**src/rtl/oad_defines.svh**
```systemverilog
// constants for the operand addressing decoder: opcodes, field codes, costs
// assumes a 125 MHz core clock; counts are in core clocks
`ifndef OAD_DEFINES_SVH
`define OAD_DEFINES_SVH
`define OAD_OP_LOCK 8'hf0
`define OAD_OP_CMC 8'hf5
`define OAD_OP_CLC 8'hf8
`define OAD_OP_STC 8'hf9
`define OAD_OP_CLI 8'hfa
`define OAD_OP_STI 8'hfb
`define OAD_OP_CLD 8'hfc
`define OAD_OP_STD 8'hfd
`define OAD_SEG_PFX_MASK 8'he7
`define OAD_SEG_PFX_VAL 8'h26
`define OAD_MOD_NODISP 2'h0
`define OAD_MOD_DISP8 2'h1
`define OAD_MOD_DISP16 2'h2
`define OAD_MOD_REG 2'h3
`define OAD_RM_DIRECT 3'h6
`define OAD_SEG_ES 2'h0
`define OAD_SEG_CS 2'h1
`define OAD_SEG_SS 2'h2
`define OAD_SEG_DS 2'h3
`define OAD_FLAG_OP_CLOCKS 6'h02
`define OAD_EA_CLOCKS 6'h04
`define OAD_WORD_XFER_CLOCKS 6'h04
`endif

```
**src/rtl/oad_pkg.sv**
```systemverilog
// types for the operand addressing decoder
// used by oad_decoder only
package oad_pkg;
    typedef enum logic [3:0] {
        OAD_OPCODE = 4'b0001,
        OAD_MODRM = 4'b0010,
        OAD_DISP = 4'b0100,
        OAD_DONE = 4'b1000
    } oad_state_e;
endpackage

```
**src/rtl/oad_decoder.sv**
```systemverilog
// operand addressing decoder: prefixes, flag ops, mod/rm addressing
// assumes the prefetch queue presents one byte per cycle with byte_valid,
// register values are held stable by the execution unit during a decode
`timescale 1ns/10ps
`include "oad_defines.svh"

module oad_decoder #(
    parameter int XFER_W = 2
) (
    input wire logic mclk,
    input wire logic rst,
    input wire logic byte_valid,
    input wire logic [7:0] byte_in,
    input wire logic has_modrm,
    input wire logic word_op,
    input wire logic string_dest,
    input wire logic [XFER_W-1:0] mem_xfers,
    input wire logic [15:0] base_register,
    input wire logic [15:0] frame_pointer,
    input wire logic [15:0] source_index,
    input wire logic [15:0] destination_index,
    output logic carry_flag,
    output logic direction_flag,
    output logic irq_enable_flag,
    output logic bus_lock,
    output logic decode_done,
    output logic reg_operand,
    output logic [2:0] reg_sel,
    output logic reg_high_byte,
    output logic [1:0] seg_sel,
    output logic [15:0] effective_address,
    output logic [3:0] instr_len,
    output logic [5:0] clocks
);
    ////////////////////////////////////////////////////////////////////////
    // state
    oad_pkg::oad_state_e state_reg, state_next;
    logic [1:0] mod_reg;
    logic [2:0] rm_reg;
    logic [1:0] disp_left_reg;
    logic [15:0] disp_reg;
    logic ovr_valid_reg;
    logic [1:0] ovr_seg_reg;
    logic lock_pend_reg;
    logic [3:0] len_reg;
    logic [5:0] pfx_clk_reg;
    logic wop_reg;
    logic sdest_reg;
    logic [XFER_W-1:0] xfer_reg;

    ////////////////////////////////////////////////////////////////////////
    // byte classification
    wire take = byte_valid;
    wire is_lock = byte_in == `OAD_OP_LOCK;
    wire is_seg_pfx = (byte_in & `OAD_SEG_PFX_MASK) == `OAD_SEG_PFX_VAL;
    wire is_flag_op = (byte_in == `OAD_OP_CMC) ||
                      (byte_in[7:3] == 5'h1f && byte_in[2:1] != 2'h3);
    wire [1:0] mb_mod = byte_in[7:6];
    wire [2:0] mb_rm = byte_in[2:0];
    wire mb_direct = mb_mod == `OAD_MOD_NODISP && mb_rm == `OAD_RM_DIRECT;

    // displacement byte count of a mod/rm byte; called once below, as mb_disp
    function automatic logic [1:0] disp_count(input logic [1:0] m,
                                              input logic [2:0] r);
        if (m == `OAD_MOD_DISP8)
            disp_count = 2'h1;
        else if (m == `OAD_MOD_DISP16)
            disp_count = 2'h2;
        else if (m == `OAD_MOD_NODISP && r == `OAD_RM_DIRECT)
            disp_count = 2'h2;
        else
            disp_count = 2'h0;
    endfunction

    wire [1:0] mb_disp = disp_count(mb_mod, mb_rm);

    ////////////////////////////////////////////////////////////////////////
    // effective address formation from latched fields
    wire reg_mode = mod_reg == `OAD_MOD_REG;
    wire direct = mod_reg == `OAD_MOD_NODISP && rm_reg == `OAD_RM_DIRECT;
    wire [15:0] base_a = rm_reg[2] ? 16'h0000 :
                         (rm_reg[1] ? frame_pointer : base_register);
    wire [15:0] idx_a = rm_reg[2] ?
        (rm_reg[1] ? (rm_reg[0] ? base_register : frame_pointer)
                   : (rm_reg[0] ? destination_index : source_index)) :
        (rm_reg[0] ? destination_index : source_index);
    wire [15:0] ea_sum = direct ? disp_reg :
                         16'(base_a + idx_a + disp_reg);
    // frame pointer reached by rm 010, 011, 110 outside direct mode
    wire uses_fp = !direct && (rm_reg[2:1] == 2'h1 || rm_reg == 3'h6);
    wire [1:0] seg_dflt = uses_fp ? `OAD_SEG_SS : `OAD_SEG_DS;
    // string destination wins over any override: it is not overridable
    wire [1:0] seg_fin = sdest_reg ? `OAD_SEG_ES :
                         (ovr_valid_reg ? ovr_seg_reg : seg_dflt);
    wire [5:0] word_cost = wop_reg ?
        6'(xfer_reg * `OAD_WORD_XFER_CLOCKS) : 6'h00;
    wire [5:0] ea_cost = reg_mode ? 6'h00 : `OAD_EA_CLOCKS;

    ////////////////////////////////////////////////////////////////////////
    // next state
    always_comb
    begin
        state_next = state_reg;
        unique case (state_reg)
            oad_pkg::OAD_OPCODE:
                if (take && !is_lock && !is_seg_pfx && !is_flag_op)
                    state_next = has_modrm ? oad_pkg::OAD_MODRM
                                           : oad_pkg::OAD_DONE;
            oad_pkg::OAD_MODRM:
                if (take)
                    state_next = (mb_disp != 2'h0) ? oad_pkg::OAD_DISP
                                                   : oad_pkg::OAD_DONE;
            oad_pkg::OAD_DISP:
                if (take && disp_left_reg == 2'h1)
                    state_next = oad_pkg::OAD_DONE;
            oad_pkg::OAD_DONE:
                state_next = oad_pkg::OAD_OPCODE;
            default:
                state_next = oad_pkg::OAD_OPCODE;
        endcase
    end

    ////////////////////////////////////////////////////////////////////////
    // flag ops: each touches only its own flag
    always_ff @(posedge mclk)
    begin
        if (rst)
        begin
            carry_flag <= 1'b0;
            direction_flag <= 1'b0;
            irq_enable_flag <= 1'b0;
        end
        else if (take && state_reg == oad_pkg::OAD_OPCODE)
        begin
            if (byte_in == `OAD_OP_CMC)
                carry_flag <= ~carry_flag;
            if (byte_in == `OAD_OP_CLC || byte_in == `OAD_OP_STC)
                carry_flag <= byte_in[0];
            if (byte_in == `OAD_OP_CLI || byte_in == `OAD_OP_STI)
                irq_enable_flag <= byte_in[0];
            if (byte_in == `OAD_OP_CLD || byte_in == `OAD_OP_STD)
                direction_flag <= byte_in[0];
        end
    end

    ////////////////////////////////////////////////////////////////////////
    // prefix, opcode and mod/rm capture
    always_ff @(posedge mclk)
    begin
        if (rst)
        begin
            state_reg <= oad_pkg::OAD_OPCODE;
            mod_reg <= 2'h0;
            rm_reg <= 3'h0;
            disp_left_reg <= 2'h0;
            disp_reg <= 16'h0000;
            ovr_valid_reg <= 1'b0;
            ovr_seg_reg <= 2'h0;
            lock_pend_reg <= 1'b0;
            len_reg <= 4'h0;
            pfx_clk_reg <= 6'h00;
            wop_reg <= 1'b0;
            sdest_reg <= 1'b0;
            xfer_reg <= '0;
        end
        else
        begin
            state_reg <= state_next;
            if (state_reg == oad_pkg::OAD_DONE)
            begin
                ovr_valid_reg <= 1'b0;
                lock_pend_reg <= 1'b0;
                len_reg <= 4'h0;
                pfx_clk_reg <= 6'h00;
            end
            else if (take)
                len_reg <= 4'(len_reg + 4'h1);
            if (take && state_reg == oad_pkg::OAD_OPCODE)
            begin
                if (is_lock)
                begin
                    lock_pend_reg <= 1'b1;
                    pfx_clk_reg <= 6'(pfx_clk_reg + `OAD_FLAG_OP_CLOCKS);
                end
                if (is_seg_pfx)
                begin
                    ovr_valid_reg <= 1'b1;
                    ovr_seg_reg <= byte_in[4:3];
                end
                // a flag op never passes the done state, so its prefixes
                // are dropped here or they would stick to the next one
                if (is_flag_op)
                begin
                    len_reg <= 4'h0; // single byte, reported via flag_done
                    lock_pend_reg <= 1'b0;
                    ovr_valid_reg <= 1'b0;
                    pfx_clk_reg <= 6'h00;
                end
                wop_reg <= word_op;
                sdest_reg <= string_dest;
                xfer_reg <= mem_xfers;
                mod_reg <= `OAD_MOD_REG;
                disp_reg <= 16'h0000;
            end
            if (take && state_reg == oad_pkg::OAD_MODRM)
            begin
                mod_reg <= mb_mod;
                rm_reg <= mb_rm;
                disp_left_reg <= mb_disp;
                disp_reg <= 16'h0000;
            end
            if (take && state_reg == oad_pkg::OAD_DISP)
            begin
                disp_left_reg <= 2'(disp_left_reg - 2'h1);
                if (mod_reg == `OAD_MOD_DISP8)
                    disp_reg <= {{8{byte_in[7]}}, byte_in};
                else if (disp_left_reg == 2'h2)
                    disp_reg[7:0] <= byte_in;
                else
                    disp_reg[15:8] <= byte_in;
            end
        end
    end

    ////////////////////////////////////////////////////////////////////////
    // results to execution logic, all registered
    wire flag_done = take && state_reg == oad_pkg::OAD_OPCODE && is_flag_op;
    always_ff @(posedge mclk)
    begin
        if (rst)
        begin
            bus_lock <= 1'b0;
            decode_done <= 1'b0;
            reg_operand <= 1'b0;
            reg_sel <= 3'h0;
            reg_high_byte <= 1'b0;
            seg_sel <= `OAD_SEG_DS;
            effective_address <= 16'h0000;
            instr_len <= 4'h0;
            clocks <= 6'h00;
        end
        else
        begin
            decode_done <= 1'b0;
            if (flag_done)
            begin
                decode_done <= 1'b1;
                instr_len <= 4'(len_reg + 4'h1);
                clocks <= 6'(pfx_clk_reg + `OAD_FLAG_OP_CLOCKS);
                bus_lock <= lock_pend_reg;
            end
            else if (state_reg == oad_pkg::OAD_DONE)
            begin
                decode_done <= 1'b1;
                bus_lock <= lock_pend_reg;
                reg_operand <= reg_mode;
                reg_sel <= rm_reg;
                reg_high_byte <= reg_mode && !wop_reg && rm_reg[2];
                seg_sel <= seg_fin;
                effective_address <= reg_mode ? 16'h0000 : ea_sum;
                instr_len <= len_reg;
                clocks <= 6'(pfx_clk_reg + ea_cost + word_cost);
            end
        end
    end

    ////////////////////////////////////////////////////////////////////////
    // checks
    lock_cost_a: assert property (@(posedge mclk) disable iff (rst)
        take && state_reg == oad_pkg::OAD_OPCODE && byte_in == `OAD_OP_LOCK
        |=> pfx_clk_reg == $past(pfx_clk_reg) + 6'h02)
        else $error("lock prefix cost wrong");
    lock_scope_a: assert property (@(posedge mclk) disable iff (rst)
        flag_done |=> !lock_pend_reg && !ovr_valid_reg)
        else $error("prefix outlived its instruction");
    carry_invert_a: assert property (@(posedge mclk) disable iff (rst)
        take && state_reg == oad_pkg::OAD_OPCODE && byte_in == `OAD_OP_CMC
        |=> carry_flag != $past(carry_flag) && decode_done)
        else $error("carry not inverted");
    flag_only_a: assert property (@(posedge mclk) disable iff (rst)
        take && state_reg == oad_pkg::OAD_OPCODE && byte_in == `OAD_OP_STD
        |=> direction_flag && $stable(carry_flag) && $stable(irq_enable_flag))
        else $error("flag op touched other flag");
    disp8_sign_a: assert property (@(posedge mclk) disable iff (rst)
        take && state_reg == oad_pkg::OAD_DISP
        && mod_reg == `OAD_MOD_DISP8
        |=> disp_reg[15:8] == {8{$past(byte_in[7])}})
        else $error("disp8 not sign extended");
    reg_mode_a: assert property (@(posedge mclk) disable iff (rst)
        state_reg == oad_pkg::OAD_DONE && reg_mode
        |=> reg_operand && effective_address == 16'h0000)
        else $error("register mode formed address");
    direct_len_a: assert property (@(posedge mclk) disable iff (rst)
        take && state_reg == oad_pkg::OAD_MODRM && mb_direct
        |=> state_reg == oad_pkg::OAD_DISP && disp_left_reg == 2'h2)
        else $error("direct mode not two bytes");
    ea_cost_a: assert property (@(posedge mclk) disable iff (rst)
        state_reg == oad_pkg::OAD_DONE && !reg_mode && !wop_reg
        |=> clocks == $past(pfx_clk_reg) + 6'h04)
        else $error("ea cost not 4");
    string_es_a: assert property (@(posedge mclk) disable iff (rst)
        state_reg == oad_pkg::OAD_DONE && sdest_reg
        |=> seg_sel == `OAD_SEG_ES)
        else $error("string dest not es");
    fp_stack_a: assert property (@(posedge mclk) disable iff (rst)
        state_reg == oad_pkg::OAD_DONE && uses_fp && !sdest_reg
        && !ovr_valid_reg |=> seg_sel == `OAD_SEG_SS)
        else $error("frame pointer not stack seg");
    cov_override_c: cover property (@(posedge mclk)
        decode_done && seg_sel == `OAD_SEG_CS);
    cov_lock_c: cover property (@(posedge mclk) decode_done && bus_lock);
    cov_disp16_c: cover property (@(posedge mclk)
        decode_done && instr_len == 4'h4);
endmodule

```
**config.mk**
```make
export PLATFORM = sky130hd
export DESIGN_NAME = oad_decoder
export DESIGN_NICKNAME = d
export VERILOG_FILES = /design/src/rtl/oad_pkg.sv /design/src/rtl/oad_decoder.sv
export VERILOG_INCLUDE_DIRS = /design/src /design/src/rtl
export SDC_FILE = /design/constraint.sdc
export NUM_CORES = 1
export LEC_CHECK = 0
export ABC_AREA = 1
export BUFFER_PORTS_ARGS = -buffer_cell sky130_fd_sc_hd__clkbuf_2
export CAP_MARGIN = 0
export CELL_PAD_IN_SITES_DETAIL_PLACEMENT = 1
export CELL_PAD_IN_SITES_GLOBAL_PLACEMENT = 2
export CORE_ASPECT_RATIO = 0.75
export CORE_UTILIZATION = 27
export DETAILED_ROUTE_END_ITERATION = 8
export GPL_ROUTABILITY_DRIVEN = 1
export PLACE_DENSITY_LB_ADDON = 0.1
export SETUP_SLACK_MARGIN = 0.15
export SLEW_MARGIN = 20
export SYNTH_ARGS = -nofsm -noshare
export SYNTH_HDL_FRONTEND = slang
export SYNTH_SLANG_ARGS = --single-unit
```
**constraint.sdc**
```tcl
create_clock -name mclk -period 2.8 [get_ports mclk]
set_clock_uncertainty 0.1 [all_clocks]
set_input_delay 0.28 -clock mclk [delete_from_list [all_inputs] [get_ports mclk]]
set_output_delay 0.28 -clock mclk [all_outputs]
set_load 0.01 [all_outputs]
```
## After elaboration in Yosys (flattened, before gate mapping)

Cells that the tools add are included.

| word-level totals | value |
|---|---|
| bits of input ports | 80 |
| memories kept | 0 |
| memory bits (read-only) | 0 |
| output and inout port bits | 38 |
| memory bits (writable) | 0 |
| register bits after elaboration | 83 |
| bits in latches | 0 |
| word-level logic and storage cells | 156 |

| operators by class | value |
|---|---|
| add/sub/neg operators | 7 |
| $mul | 0 |
| magnitude comparators | 0 |
| bitwise operators | 2 |
| reductions and logical operators | 37 |
| mux-type cells | 58 |
| equal/unequal tests | 27 |
| shifts and indexed selects | 0 |
| div/mod/pow operators | 0 |

Operator list:

| kind | count |
|---|---|
| 2-to-1 mux 16 bit | 12 |
| equality test 8 bit, second input constant | 8 |
| 2-to-1 mux 4 bit | 12 |
| 2-to-1 mux 6 bit | 6 |
| adder 16 bit | 2 |
| 2-to-1 mux 2 bit | 9 |
| 2-to-1 mux 8 bit | 2 |
| 2-to-1 mux 1 bit | 15 |
| logical AND 1 bit | 14 |
| case mux 4 bit (3 select lines) | 1 |
| AND reduction 2 bit | 5 |
| nonzero test 2 bit | 5 |
| equality test 2 x 1 -> 1 bit, second input constant | 4 |
| != test 2 bit, second input constant | 4 |
| adder 6 x 2 -> 6 bit, second input constant | 1 |
| adder 6 x 3 -> 6 bit | 1 |
| adder 6 x 4 -> 6 bit | 1 |
| equality test 2 bit, second input constant | 3 |
| equality test 3 bit, second input constant | 2 |
| equality test 6 x 4 -> 1 bit, second input constant | 1 |
| equality test 5 bit, second input constant | 1 |
| zero test 1 bit | 5 |
| logical OR 1 bit | 5 |
| adder 4 x 1 -> 4 bit, second input constant | 1 |
| 9 further kinds | 11 |

## Longest topological paths before layout

| depth | value |
|---|---|
| word-level depth | 9 |
| depth in mapped cells | 19 |
| gate-level depth less buffers | 17 |

## Worst setup path before layout

OpenSTA, ideal clock, no wires.

| timing path | value |
|---|---|
| kind | register -> register |
| from | reg rm_reg[0] |
| to | reg effective_address[9] |
| stages on the path, launching flop included | 16 |
| arrival | 2.816 ns |
| buffers on the path | 2 |
| path slack | -0.248 ns |
| setup time | 0.132 ns |
| data required time | 2.568 ns |
| clock period less this slack | 3.048 ns |
| path through | dfxtp_1 -> buf_2 -> inv_1 -> clkbuf_1 -> nor2_1 -> o22ai_1 -> fa_1 -> ha_1 -> fa_1 -> nand3_1 -> nand3_1 -> and2_1 -> o21bai_1 -> nand3_1 -> nand3_1 -> a21oi_1 |

| between the ends | value |
|---|---|
| word-level cells in the longest chain between the ends | 7 |
| elaborated cells between the ends (all ways) | 10 |
| those cells by class | 2 x add/sub; 1 x eq/ne; 6 x mux; 1 x reduce/logical |

RTL lines:

| element | RTL line | text |
|---|---|---|
| start, declared | oad_decoder.sv:39 | `logic [2:0] rm_reg;` |
| start signal, assigned | oad_decoder.sv:208 | `rm_reg <= mb_rm;` |
| 2-to-1 mux 16 bit, on equally long branches | oad_decoder.sv:85, oad_decoder.sv:86, oad_decoder.sv:84 |  |
| 2-to-1 mux 16 bit | oad_decoder.sv:84 | `(rm_reg[1] ? (rm_reg[0] ? base_register : frame_pointer)` |
| 2-to-1 mux 16 bit | oad_decoder.sv:83 | `wire [15:0] idx_a = rm_reg[2] ?` |
| adder 16 bit (2 in series) | oad_decoder.sv:88 | `16'(base_a + idx_a + disp_reg);` |
| 2-to-1 mux 16 bit * | oad_decoder.sv:87 | `wire [15:0] ea_sum = direct ? disp_reg :` |
| 2-to-1 mux 16 bit * | oad_decoder.sv:260 | `effective_address <= reg_mode ? 16'h0000 : ea_sum;` |
| end signal, assigned | oad_decoder.sv:260 |  |
| end, declared | oad_decoder.sv:31 | `output logic [15:0] effective_address,` |

Every way passes the cells marked *; elsewhere a longest branch is shown, timed or not.
A chain may end at the register's enable or synchronous reset.

## Worst setup path in the final report

| timing path | value |
|---|---|
| from | reg rm_reg[0] |
| to | reg effective_address[11] |

Same word-level chain as after synthesis.

==> reports/metrics.csv <==
stage,metric,value,unit
routing,DRT Wirelength,21.9,mm
synthesis,Synth area leader,dfxtp_1,
timing,Worst Tran Pin Value,0.874,ns
placed_design,hpwl dp,17.3,mm
critical_path,highest-delay cell along the critical path,fa_2,
routing,DR WL met2,8.91,mm
outcome,outcome,finished with violations,
synthesis,Async SR Flop Fraction,0,
placed_design,Placer Congestion,0.788,
routing,DRC errors left,0,
finish,Layout Nets,1150,
finish,ant diodes,0,
critical_path,CP endpoint,effective_address[11],
routing,Met1 Wirelength,12.2,mm
clock_tree,clock sink count,83,
finish,area of the multi-input gates,3950,um2
critical_path,CP Cell Sequence,buf_12 -> inv_16 -> o21ai_0 -> o22ai_2 -> fa_2 -> ha_4 -> fa_2 -> nand3_2 -> nand3_4 -> nand2_2 -> nand2_2 -> nand2_2 -> nand2_1 -> nand2_1 -> nand3_1 -> nand2_1 -> a21oi_2,
placed_design,IO Port Bufs,117,
timing,Period minus WS final,2.95,ns
synthesis,Post-synth EDFFs,0,
synthesis,#FFs+latches synth,83,
critical_path,Reg-to-Reg Start,rm_reg[0],
critical_path,Crit Path Class,reg -> reg,
flow_run,MaxCap Viol Count,0,
timing,final setup margin,-0.151,ns
timing,Final setup viols,12,
routing,initial drt markers,255,
placed_design,Area after DPL,7070,um2
critical_path,Critical Path AT,3.06,ns
outcome,failing checks,negative setup slack,
finish,Fillers,2624,
synthesis,Area contributors post-synth,"dfxtp_1 (29%), nand2_1 (12%), o21ai_0 (8.3%), nor2_1 (6.9%), fa_1 (6.3%)",
critical_path,Startpoint Class,flop,
floorplanning,Ports,118,
critical_path,cell depth of the worst setup path,17,
finish,"most common cell after layout, fill and taps aside",nand2_1,
critical_path,crit path launch,rm_reg[0],
floorplanning,DIE AREA,21800,um2
clock_tree,clk buf depth,2,
timing,setup TNS,-1.01,ns
floorplanning,Die Wd,170,um
finish,fin area,8020,um2
timing,Max Freq,339,MHz
global_route,antenna violations before repair,0,
synthesis,synth unique cells,44,
synthesis,post-synth top area share,0.290,
global_route,Total Routing Usage GR,0.205,
critical_path,Worst setup EP type,flop,
critical_path,Critical Path RT,2.91,ns
critical_path,"CP delay by family, top",adder cells,
timing,RSZ-0062 raised after global routing,yes,
synthesis,Syn Std Cell Area,5740,um2
clock_tree,H-tree lvl count,3,
routing,met3 WL,635,um
floorplanning,die height,128,um
routing,Antenna Nets Post-Route,0,
timing,slew margin rel.,0.414,
clock_tree,Num CTS Buffers,9,
routing,Highest Signal Layer,met4,
synthesis,Post-synth top flop,dfxtp_1,
finish,share of cells above drive strength 1,0.321,
global_route,vias in the first global route,6324,
hold_path,Hold WC Path Type,in -> reg,
floorplanning,Std-Cell Rows,45,
clock_tree,CTS tree,done,
floorplanning,core area,20600,um2
clock_tree,later-pin clock latency in the skew report,0.34,ns
timing,"Hold Vio Cnt, Final",0,
global_route,pin count of the biggest net entering global routing,39,
synthesis,syn_area_per_cell,6.64,um2
critical_path,worst-path maximum fanout,20,
global_route,first-pass GRT wire length,34.5,mm
critical_path,Max stage delay on crit path,0.43,ns
synthesis,"Seq/Total Area, Yosys",0.290,
routing,Wirelength per Cell,16.6,um
finish,Reg area,1670,um2
floorplanning,initial core utilization,0.279,
critical_path,r2r endpoint,effective_address[11],
routing,Via Count,6255,
clock_tree,Worst-path clk slew,0.06,ns
timing,Max Slew Vio Count,0,
synthesis,Synth Instances,864,
power,Leak,3.74,nW
critical_path,Worst Path Buf+Inv,2,
power,worst vdd ir,236,uV
global_route,total gr overflow,0,
critical_path,reg-to-reg setup timing slack,-0.15,ns
finish,area grow syn2layout,39.8,%
routing,Vias/cell,4.74,
routing,first-pass iteration count of the detailed router,4,
critical_path,R2R depth,17,
power,Pwr Density,451,nW/um2
clock_tree,Root Buffer,clkbuf_16,
finish,most frequent cells in the layout,"nand2_1 (175), clkbuf_2 (117), nor2_1 (89), inv_1 (87), dfxtp_1 (80)",
synthesis,Ys Warns,0,
synthesis,post-synth net total,982,
timing,Final period util,1.05,
[cells in the mapped netlist, drive strengths merged (2+ instances only)]
master    n
buf      17
xnor2     2
o21bai    4
nand2   194
o21ai   101
nand4     8
o22ai    17
clkbuf   20
xor2      5
ha       20
nand3    54
o31ai     2
nor2    113
nor3      9
o211ai    9
a211oi    6
a21oi    67
fa       18
inv     100
and2      3
dfxtp    83
or2       5
[routing by layer]
layer	global-route usage	vias to the layer above
met4	0.0228	0
li1	-	3183
met2	0.299	90
met1	0.320	2973
met5	0	-
met3	0.0296	9
[worst min-delay path by stage]
| stage | startpoint | to | slack [ns] | cells past startpoint |
|---|---|---|---|---|
| floorplan | mem_xfers[0] | xfer_reg[0] | 0.31 | 2 |
| global placement | pfx_clk_reg[0] | pfx_clk_reg[0] | 0.34 | 2 |
| detailed placement | pfx_clk_reg[0] | pfx_clk_reg[0] | 0.35 | 2 |
| CTS | mem_xfers[1] | xfer_reg[1] | 0.08 | 3 |
| global route | mem_xfers[1] | xfer_reg[1] | 0.11 | 3 |
| finish | mem_xfers[1] | xfer_reg[1] | 0.09 | 3 |
[through the flow]
| step | power, mW | std cells | utilization | setup slack, ns | hold slack [ns] |
|---|---|---|---|---|---|
| floorplan | 1.86 | 864 | - | 0.120 | 0.315 |
| global placement | 2.25 | 1288 | 0.344 | -0.310 | 0.339 |
| finish | 3.62 | 1319 | 0.390 | -0.151 | 0.0912 |
| global route | 3.84 | 1319 | 0.390 | -0.296 | 0.107 |
| CTS | 3.57 | 1307 | 0.372 | -0.125 | 0.0834 |
| detailed placement | 2.25 | 1288 | 0.344 | -0.302 | 0.346 |
[worst min-delay path: stages]
cell and delay, ns:
clkbuf_2 0.09, nor2_1 0.04, nor2_1 0.08
[logic make-up (layout without fill, tap and decap cells)]
kind of cell,Yosys count,count (layout),synth area share
flip-flops,83,83,0.290
buffers and inverters,138,311,0.0984
adder cells (fa/ha/maj),38,38,0.106
AND/OR/NAND/NOR,387,387,0.291
AO/OA/AOI/OAI,211,211,0.203
XOR/XNOR,7,7,0.0107
[final cells by class]
type / count / area share
timing repair inverter: 1 / 0.000624
timing repair buffer: 193 / 0.164
tap: 282 / 0.0440
inverter: 101 / 0.0516
clock inverter: 5 / 0.00764
multi-input combinational: 643 / 0.493
sequential: 83 / 0.209
clock buffer: 11 / 0.0303
[repair_timing]
action,CTS,global route
buffers inserted,2,9
endpoints found under the setup margin,14,14
hold buffers,0,0
pin swaps,12,37
cloned,1,3
gates resized for setup,45,73
[where the power goes]
group          internal, mW  switching [mW]
combinational         0.493           0.648
clock                 0.719           0.508
sequential             1.22          0.0311
No activity file was read; power rests on OpenSTA's default activity.
